## src/logic/adc_regs_defines.svh

```systemverilog
// offsets, field positions, reset values and sizes of the read-back status
// word and the calibration store; definitions only
`ifndef ADC_REGS_DEFINES_SVH
`define ADC_REGS_DEFINES_SVH

`define WORD_BITS 16
`define CAL_DATA_BITS 14
`define CAL_COUNT 10
`define STATUS_RESET 16'h0000

// status and control word share these positions
`define POS_ZERO 15
`define POS_BUSY 14
`define POS_SINGLE_ENDED 13
`define POS_CH_HI 12
`define POS_CH_LO 10
`define POS_PM_HI 9
`define POS_PM_LO 8
`define POS_RS_HI 7
`define POS_RS_LO 6
`define POS_MODE 5
`define POS_SPARE 4
`define POS_CAL_TYPE 3
`define POS_CSEL_HI 2
`define POS_CSEL_LO 1
`define POS_CAL_START 0

// calibration store entries in access order
`define IDX_GAIN 4'h0
`define IDX_OFFSET 4'h1
`define IDX_DAC_LAST 4'h9
`define IDX_NONE 4'hF

// cycles from an accepted read request to its answer
`define READ_LATENCY 2

`endif

```

## src/logic/adc_regs_pkg.sv

```systemverilog
// types shared by the status and calibration register logic
// assumes nothing outside; no imports
package adc_regs_pkg;

  typedef enum logic [1:0]
  {
    RD_IDLE = 2'b00,
    RD_FETCH = 2'b01,
    RD_ANSWER = 2'b11
  } rd_state_t;

  typedef enum logic [1:0]
  {
    SEL_RESULT = 2'b00,
    SEL_TEST = 2'b01,
    SEL_CAL = 2'b10,
    SEL_STATUS = 2'b11
  } read_sel_t;

  typedef enum logic [1:0]
  {
    CAL_ALL = 2'b00,
    CAL_GAIN_OFFSET = 2'b01,
    CAL_OFFSET = 2'b10,
    CAL_GAIN = 2'b11
  } cal_sel_t;

endpackage

```

## src/logic/adc_status_and_cal_regs.sv

```systemverilog
// read-back status word and calibration register access of the converter
// assumes the serial frame logic delivers control words, reads and
// calibration writes as one-cycle strobes on the master clock
//
// Contract
// - read-only 16-bit status word, selected by read-select bits 11
// - every status bit is zero after power-up
// - status bit 15 always reads zero
// - status bit 14 is one while converting or calibrating
// - bits 13..10 echo input-mode flag and channel select
// - bits 9..8 echo the power-management setting
// - bits 7..6 read as ones, naming the status word
// - bit 5 shows interface mode, cleared after every read cycle unless a control write lands in its answer cycle
// - bit 3 shows self or system calibration mode
// - bit 0 shows calibration running, bits 2..1 the cal selection
// - ten calibration registers, all readable and writable
// - calibration engine updates those registers itself
// - cal-select decode: all ten, gain+offset, offset, gain
// - pointer resets on control write and on sequence end
// - pointer starts at gain, offset only for offset-alone select
// - pointer advances after each access in multi-register sequences
// - abandoned sequence: next control write resets pointer
// - calibration reads carry two leading zero bits
// - offset and gain are 16 bits: two zeros, 14 data
`timescale 1ns/10ps
`default_nettype none
`include "adc_regs_defines.svh"

module adc_status_and_cal_regs
(
  // clock and reset
  input wire logic clock,
  input wire logic rst_n,
  // control register write
  input wire logic ctrlWrite,
  input wire logic [`WORD_BITS-1:0] ctrlWord,
  // read request and answer
  input wire logic readReq,
  output logic readReady,
  output logic readValid,
  output logic [`WORD_BITS-1:0] readWord,
  // calibration data write from the host
  input wire logic calWrite,
  input wire logic [`WORD_BITS-1:0] calWriteData,
  // converter and calibration engine
  input wire logic convBusy,
  input wire logic calRunning,
  input wire logic [11:0] convResult,
  input wire logic calEngWrite,
  input wire logic [3:0] calEngIndex,
  input wire logic [`CAL_DATA_BITS-1:0] calEngData,
  // state view
  output logic [`WORD_BITS-1:0] statusWord,
  output logic [3:0] calPointer
);

  adc_regs_pkg::rd_state_t stateQ;
  adc_regs_pkg::rd_state_t stateD;
  adc_regs_pkg::read_sel_t kindQ;
  logic [`WORD_BITS-1:0] ctrlQ;
  logic modeQ;
  logic [`WORD_BITS-1:0] statusQ;
  logic [`WORD_BITS-1:0] readWordQ;

  wire logic [`WORD_BITS-1:0] statusD;
  wire logic [`WORD_BITS-1:0] answerD;
  wire logic [`WORD_BITS-1:0] calData;
  wire logic [3:0] ptr;
  wire adc_regs_pkg::read_sel_t readSel;
  wire adc_regs_pkg::cal_sel_t calSelQ;
  wire adc_regs_pkg::cal_sel_t calSelNow;
  wire logic takeRead;
  wire logic answerCycle;
  wire logic hostWriteTaken;
  wire logic calReadDone;
  wire logic storeWe;
  wire logic [3:0] storeAddr;
  wire logic [`CAL_DATA_BITS-1:0] storeData;
  wire logic modeD;

  // decode of the latched control word
  assign readSel = adc_regs_pkg::read_sel_t'(ctrlQ[`POS_RS_HI:`POS_RS_LO]);
  assign calSelQ = adc_regs_pkg::cal_sel_t'(ctrlQ[`POS_CSEL_HI:`POS_CSEL_LO]);
  // a control write steers the pointer in the same cycle it lands
  assign calSelNow = ctrlWrite ? adc_regs_pkg::cal_sel_t'(ctrlWord[`POS_CSEL_HI:`POS_CSEL_LO]) : calSelQ;

  // read cycle handshake
  assign readReady = (stateQ == adc_regs_pkg::RD_IDLE);
  assign takeRead = readReq && readReady;
  assign answerCycle = (stateQ == adc_regs_pkg::RD_ANSWER);
  assign readValid = answerCycle;
  assign calReadDone = answerCycle && (kindQ == adc_regs_pkg::SEL_CAL);

  // engine has the store to itself while it writes; a clashing host write is dropped
  assign hostWriteTaken = calWrite && !calEngWrite;
  assign storeWe = calEngWrite || hostWriteTaken;
  assign storeAddr = calEngWrite ? calEngIndex : ptr;
  assign storeData = calEngWrite ? calEngData : calWriteData[`CAL_DATA_BITS-1:0];

  // mode bit: a control write in the completing cycle keeps its value
  assign modeD = ctrlWrite ? ctrlWord[`POS_MODE] : (answerCycle ? 1'b0 : modeQ);

  assign statusD = {1'b0,
                    convBusy || calRunning,
                    ctrlQ[`POS_SINGLE_ENDED:`POS_CH_LO],
                    ctrlQ[`POS_PM_HI:`POS_PM_LO],
                    2'b11,
                    modeQ,
                    1'b0,
                    ctrlQ[`POS_CAL_TYPE],
                    ctrlQ[`POS_CSEL_HI:`POS_CSEL_LO],
                    calRunning};

  // test register reads as zero
  assign answerD = (kindQ == adc_regs_pkg::SEL_STATUS) ? statusQ :
                   (kindQ == adc_regs_pkg::SEL_CAL) ? calData :
                   (kindQ == adc_regs_pkg::SEL_RESULT) ? {4'h0, convResult} :
                   16'h0000;

  always_comb
  begin
    stateD = stateQ;
    unique case (stateQ)
      adc_regs_pkg::RD_IDLE:
        if (takeRead)
          stateD = adc_regs_pkg::RD_FETCH;
      adc_regs_pkg::RD_FETCH:
        stateD = adc_regs_pkg::RD_ANSWER;
      adc_regs_pkg::RD_ANSWER:
        stateD = adc_regs_pkg::RD_IDLE;
      default:
        stateD = adc_regs_pkg::RD_IDLE;
    endcase
  end

  always_ff @(posedge clock)
  begin
    if (!rst_n)
    begin
      stateQ <= adc_regs_pkg::RD_IDLE;
      kindQ <= adc_regs_pkg::SEL_RESULT;
    end
    else
    begin
      stateQ <= stateD;
      if (takeRead)
        kindQ <= readSel;
    end
  end

  always_ff @(posedge clock)
  begin
    if (!rst_n)
    begin
      ctrlQ <= 16'h0000;
      modeQ <= 1'b0;
    end
    else
    begin
      if (ctrlWrite)
        ctrlQ <= ctrlWord;
      modeQ <= modeD;
    end
  end

  // status is a register so a read sees one coherent snapshot
  always_ff @(posedge clock)
  begin
    if (!rst_n)
      statusQ <= `STATUS_RESET;
    else
      statusQ <= statusD;
  end

  always_ff @(posedge clock)
  begin
    if (!rst_n)
      readWordQ <= 16'h0000;
    else if (stateQ == adc_regs_pkg::RD_FETCH)
      readWordQ <= answerD;
  end

  cal_pointer u_pointer
  (
    .clock(clock),
    .rst_n(rst_n),
    .load(ctrlWrite),
    .step(calReadDone || hostWriteTaken),
    .calSel(calSelNow),
    .ptr(ptr)
  );

  // store reads the pointer every cycle; the fetch state covers its latency
  cal_store u_store
  (
    .clock(clock),
    .rst_n(rst_n),
    .wrEn(storeWe),
    .wrAddr(storeAddr),
    .wrData(storeData),
    .rdAddr(ptr),
    .rdData(calData)
  );

  assign readWord = readWordQ;
  assign statusWord = statusQ;
  assign calPointer = ptr;
endmodule
`default_nettype wire

```

## src/logic/cal_store.sv

```systemverilog
// ten 14-bit calibration words, one write port, registered read
// assumes one writer per cycle; index order gain, offset, dac 1..8
`timescale 1ns/10ps
`default_nettype none
`include "adc_regs_defines.svh"

module cal_store
(
  // clock and reset
  input wire logic clock,
  input wire logic rst_n,
  // write port
  input wire logic wrEn,
  input wire logic [3:0] wrAddr,
  input wire logic [`CAL_DATA_BITS-1:0] wrData,
  // read port
  input wire logic [3:0] rdAddr,
  output logic [`WORD_BITS-1:0] rdData
);

  logic [`CAL_DATA_BITS-1:0] entry [`CAL_COUNT];
  logic [`WORD_BITS-1:0] rdDataQ;

  genvar i;
  generate
    for (i = 0; i < `CAL_COUNT; i++)
    begin : g_entry
      always_ff @(posedge clock)
      begin
        if (!rst_n)
          entry[i] <= '0;
        else if (wrEn && wrAddr == 4'(i))
          entry[i] <= wrData;
      end
    end
  endgenerate

  // two leading zeros are never stored, only prepended
  always_ff @(posedge clock)
  begin
    if (!rst_n)
      rdDataQ <= '0;
    else if (rdAddr < 4'(`CAL_COUNT))
      rdDataQ <= {2'b00, entry[rdAddr]};
    else
      rdDataQ <= '0;
  end

  assign rdData = rdDataQ;

endmodule
`default_nettype wire

```

## src/logic/cal_pointer.sv

```systemverilog
// auto-incrementing pointer into the calibration store
// load and step come from the same clock; load wins over step
`timescale 1ns/10ps
`default_nettype none
`include "adc_regs_defines.svh"

module cal_pointer
(
  // clock and reset
  input wire logic clock,
  input wire logic rst_n,
  // control
  input wire logic load,
  input wire logic step,
  input wire adc_regs_pkg::cal_sel_t calSel,
  // pointer
  output logic [3:0] ptr
);

  logic [3:0] ptrQ;
  logic [3:0] ptrD;
  wire logic [3:0] startIdx;
  wire logic [3:0] lastIdx;
  wire logic [3:0] nextIdx;

  assign startIdx = (calSel == adc_regs_pkg::CAL_OFFSET) ? `IDX_OFFSET : `IDX_GAIN;
  assign lastIdx = (calSel == adc_regs_pkg::CAL_ALL) ? `IDX_DAC_LAST :
                   (calSel == adc_regs_pkg::CAL_GAIN_OFFSET) ? `IDX_OFFSET :
                   startIdx;
  // single-register selections simply stay put
  assign nextIdx = (ptrQ == lastIdx) ? startIdx : ptrQ + 4'h1;
  assign ptrD = load ? startIdx : (step ? nextIdx : ptrQ);

  always_ff @(posedge clock)
  begin
    if (!rst_n)
      ptrQ <= `IDX_GAIN;
    else
      ptrQ <= ptrD;
  end

  assign ptr = ptrQ;

endmodule
`default_nettype wire

```

## config.mk

```make
export PLATFORM = sky130hd
export DESIGN_NAME = adc_status_and_cal_regs
export DESIGN_NICKNAME = d
export VERILOG_FILES = /design/src/logic/adc_regs_pkg.sv /design/src/logic/adc_status_and_cal_regs.sv /design/src/logic/cal_store.sv /design/src/logic/cal_pointer.sv
export VERILOG_INCLUDE_DIRS = /design/src /design/src/logic
export SDC_FILE = /design/constraint.sdc
export NUM_CORES = 1
export LEC_CHECK = 0
export BUFFER_PORTS_ARGS = -buffer_cell sky130_fd_sc_hd__buf_2
export CAP_MARGIN = 10
export CORE_MARGIN = 2
export CORE_UTILIZATION = 30
export DETAILED_ROUTE_END_ITERATION = 8
export PLACE_DENSITY = 0.57
export REMOVE_ABC_BUFFERS = 1
export SYNTH_ARGS = -nofsm -noshare
export SYNTH_HDL_FRONTEND = slang
export SYNTH_SLANG_ARGS = --single-unit
```

## constraint.sdc

```tcl
create_clock -name clock -period 7.1 [get_ports clock]
set_clock_uncertainty 0.15 [all_clocks]
set_input_delay 0.71 -clock clock [delete_from_list [all_inputs] [get_ports clock]]
set_output_delay 0.71 -clock clock [all_outputs]
set_load 0.005 [all_outputs]
```

==> metrics.md <==
| Metric | Value |
|---|---|
| Result of the run | `completed` |
| Worst skew pair latency | `about 0.5 ns` |
| Initial DRC Count | `487` |
| Critical path required time | `7.06 ns` |
| Total inserted antenna cells | `0` |
| Worst relative slew slack | `~22%` |
| CP arrival | `2.64 ns` |
| Fin crit period | `2.68 ns` |
| Area of the die | `~31000 µm²` |
| Share of synthesized registers carrying an async set or reset | `0%` |
| Fmax | `374 MHz` |
| Static leakage | `3.79 nW` |
| Buffer depth of the longest clock path | `3` |
| Final sum of negative setup slack | `0 ns` |
| Maximum vdd ir drop | `143 µV` |
| TritonCTS clock tree | `yes` |
| GP Congestion | `0.756` |
| Average via count per standard cell | `between 4 and 5` |
| Library cells used by synthesis | `58` |
| Nets | `roughly 840` |
| Cell type contributing the most total cell area after synthesis | `sky130_fd_sc_hd__edfxtp_1` |
| Register-to-register path setup slack | `4.43 ns` |
| Startpoint type of the worst setup path | `primary input` |
| Mapped Cells | `690` |
| Final wirelength | `20800 µm` |
| Grt ovf | `0` |
| Sequence of cells on the critical path | `buf_2 > buf_4 > nand2b_1 > o32a_1 > o21ai_2` |
| Number of buffers created by CTS | `21` |
| Number of antenna violations at the first check in global routing | `0` |
| Placement-stage cell area | `9740 µm²` |
| Total of fill cells in the finished design | `2910` |
| Detailed placement HPWL | `about 13000 µm` |
| Biggest cell delay along the critical path | `0.77 ns` |
| Area fraction of the dominant cell type after synthesis | `46.7%` |
| Startpoint-to-endpoint class of the critical path | `in2reg` |
| Fraction of layout instances using a drive strength above 1 | `30.1%` |
| Number of pins exceeding their max-slew limit in the final report | `0` |
| Final number of setup-violating endpoints | `0` |
| Final hold violation count | `0` |
| Max Cap Violations | `0` |
| Total standard cell area after synthesis | `9000 µm²` |
| Critical path's top delay family | `compound AO/OA/AOI/OAI gates` |
| Quantity of I/O buffers inserted on ports | `98` |
| Final std cell area, no fill | `10400 µm²` |
| Type of destination of the critical path | `flip-flop` |
| Post-CTS repair timing setup buffer count | `0` |
| Unrepaired setup endpoints after global routing | `no` |
| Global Route Usage Sum | `13.4%` |
| Wire length per cell after detailed routing | `17.8 µm` |
| FF-to-FF Start | `u_pointer.ptr[0]$_SDFFE_PN0P_` |
| Initial core utilization | `30.5%` |
| Hold Worst Slack | `0.280 ns` |
| Resized Gates After CTS | `0` |
| Slowest cell on the critical path | `sky130_fd_sc_hd__o21ai_2` |
| IO Pins | `108` |
| Number of standard-cell rows in the floorplan | `63` |
| Core ar. | `29600 µm²` |
| Width of the die | `177 µm` |
| Transition at the pin with the smallest max-transition slack | `1.14 ns` |
| Maximum fanout along the worst path | `32` |
| Top post-synthesis cells by area | `sky130_fd_sc_hd__edfxtp_1 47%, sky130_fd_sc_hd__dfxtp_1 14%, sky130_fd_sc_hd__mux4_2 7.0%` |
| Endpoint of the worst-slack reg-to-reg timing path | `u_store.rdData[7]$_SDFF_PN0_` |
| CTS H-tree depth | `1` |
| Sinks on Clock Net | `just over 200` |
| Combined buffer and inverter count along the critical path | `2` |
| Most instantiated flip-flop cell in the synthesis netlist | `sky130_fd_sc_hd__edfxtp_1` |
| Number of vias in the routed layout | `5561` |
| Vias in the first global route | `5594` |
| Sequential area share after synthesis | `60.5%` |
| Power Dens Cells | `~250 nW/µm²` |
| Type of the worst min-delay path | `in2reg` |
| First-pass GRT wire length | `between 30000 and 40000 µm` |
| Master cell of the clock root buffer | `sky130_fd_sc_hd__clkbuf_16` |
| Startpoint of the tightest hold check path | `convBusy` |
| Length of the first detailed-routing pass in iterations | `5` |
| Average cell area after synthesis | `13.0 µm²` |
| Most common cell in the synthesized netlist | `sky130_fd_sc_hd__edfxtp_1` |
| Cell types with the highest counts after synthesis | `140 x sky130_fd_sc_hd__edfxtp_1, 129 x sky130_fd_sc_hd__nor2_1, 62 x sky130_fd_sc_hd__dfxtp_1, 31 x sky130_fd_sc_hd__mux2i_1` |
| DRC | `0` |
| Terminating pin of the worst hold path | `statusWord[14]$_SDFF_PN0_` |
| Number of enable-type register cells in the synthesized netlist | `140` |
| Number of storage elements in the synthesis netlist | `202` |
| Logic depth of the worst register-to-register path | `4` |
| Post-route fraction of the period consumed by the critical path | `37.7%` |
| Clock input transition at the sequential cells of the worst setup and hold paths | `0.06 ns` |
| DRT antenna net count | `0` |
| Layout-stage area growth over the synthesis result | `15.1%` |
| Number of cells traversed by the worst hold path | `2` |
| Y dimension of the die | `177 µm` |
| Largest net degree at the start of global routing | `66` |
| Total of warnings raised by yosys | `0` |
| Post-CTS Hold Fix Bufs | `0` |
how the worst max path moves through the flow:
stage                                             start                           endpoint  slack, ns  cells after the start
after floorplan           u_pointer.ptr[0]$_SDFFE_PN0P_  u_store.entry[5][0]$_SDFFCE_PN0P_       3.29                      3
after global placement                      calEngWrite  u_store.entry[1][0]$_SDFFCE_PN0P_       3.95                      5
after detailed placement                    calEngWrite  u_store.entry[1][6]$_SDFFCE_PN0P_       3.89                      5
after CTS                                   calEngWrite  u_store.entry[2][4]$_SDFFCE_PN0P_       4.40                      5
after global routing                        calEngWrite  u_store.entry[2][4]$_SDFFCE_PN0P_       4.24                      5
final                                       calEngWrite  u_store.entry[2][4]$_SDFFCE_PN0P_       4.42                      5
logic make-up (layout without fill, tap and decap cells):
logic type | count (synthesis) | in the layout | synth area share, %
XOR/XNOR | 1 | 1 | 0.0973
other | 1 | 3 | 0.0416
adder cells (fa/ha/maj) | 1 | 1 | 0.139
multiplexers | 81 | 81 | 13.5
AO/OA/AOI/OAI | 81 | 81 | 7.00
flip-flops | 202 | 202 | 60.5
AND/OR/NAND/NOR | 265 | 265 | 14.8
buffers and inverters | 58 | 146 | 3.97
cell type report:
| cell class | count | area (µm²) | share of cell area [%] |
|---|---|---|---|
| inverter | 4 | 15.0 | 0.145 |
| sequential | 202 | 5450 | 52.6 |
| clock inverter | 8 | 37.5 | 0.362 |
| timing repair buffer | 106 | 551 | 5.31 |
| multi-input combinational | 432 | 3240 | 31.2 |
| tap | 390 | 488 | 4.71 |
| clock buffer | 28 | 583 | 5.63 |
worst register-to-register path: stages, from the launching register on:
cell,delay [ns]
sky130_fd_sc_hd__dfxtp_4,0.62
sky130_fd_sc_hd__buf_4,0.60
sky130_fd_sc_hd__mux4_2,0.61
sky130_fd_sc_hd__a211oi_1,0.45
sky130_fd_sc_hd__a211oi_1,0.09
per-layer routing:
metal | routed length [µm] | track usage [%]
met3 | 1260 | 2.08
met1 | 9820 | 19.0
met5 | 0 | 0
met2 | 9400 | 21.6
met4 | 333 | 2.72
sequential cells by signal (all words and copies together) (netlist names):
signal	count
u_pointer.ptr	4
stateQ	2
u_store.rdData	14
ctrlQ	11
kindQ	2
statusWord	13
u_store.entry	140
modeQ	1
readWord	15
metrics by stage:
stage | util [%] | total power, W | cells | worst slack (ns)
after floorplan | - | 0.00150 | 638 | 3.29
after global placement | 33.0 | 0.00160 | 1134 | 3.95
after detailed placement | 33.0 | 0.00160 | 1134 | 3.89
after CTS | 35.1 | 0.00261 | 1170 | 4.40
after global routing | 35.1 | 0.00268 | 1170 | 4.24
final | 35.1 | 0.00258 | 1170 | 4.42
report_power, final:
part	switching [W]	total (W)	internal (W)
clock	0.000436	0.00101	0.000573
combinational	0.000132	0.000227	0.0000951
sequential	0.0000264	0.00135	0.00132
total	0.000594	0.00258	0.00199
cell usage in the layout, fill, tap and decap left out, types with 13 or more instances in the layout:
| master | n |
|---|---|
| sky130_fd_sc_hd__nor2_1 | 129 |
| sky130_fd_sc_hd__nor2b_1 | 28 |
| sky130_fd_sc_hd__clkbuf_16 | 21 |
| sky130_fd_sc_hd__mux4_2 | 28 |
| sky130_fd_sc_hd__a211oi_1 | 27 |
| sky130_fd_sc_hd__nor2_2 | 27 |
| sky130_fd_sc_hd__dfxtp_1 | 60 |
| sky130_fd_sc_hd__edfxtp_1 | 140 |
| sky130_fd_sc_hd__buf_2 | 98 |
| sky130_fd_sc_hd__mux2i_1 | 31 |
| sky130_fd_sc_hd__nand2_1 | 16 |
| sky130_fd_sc_hd__and2_1 | 16 |
| sky130_fd_sc_hd__nor3b_1 | 13 |
No activity file was read; power rests on OpenSTA's default activity.
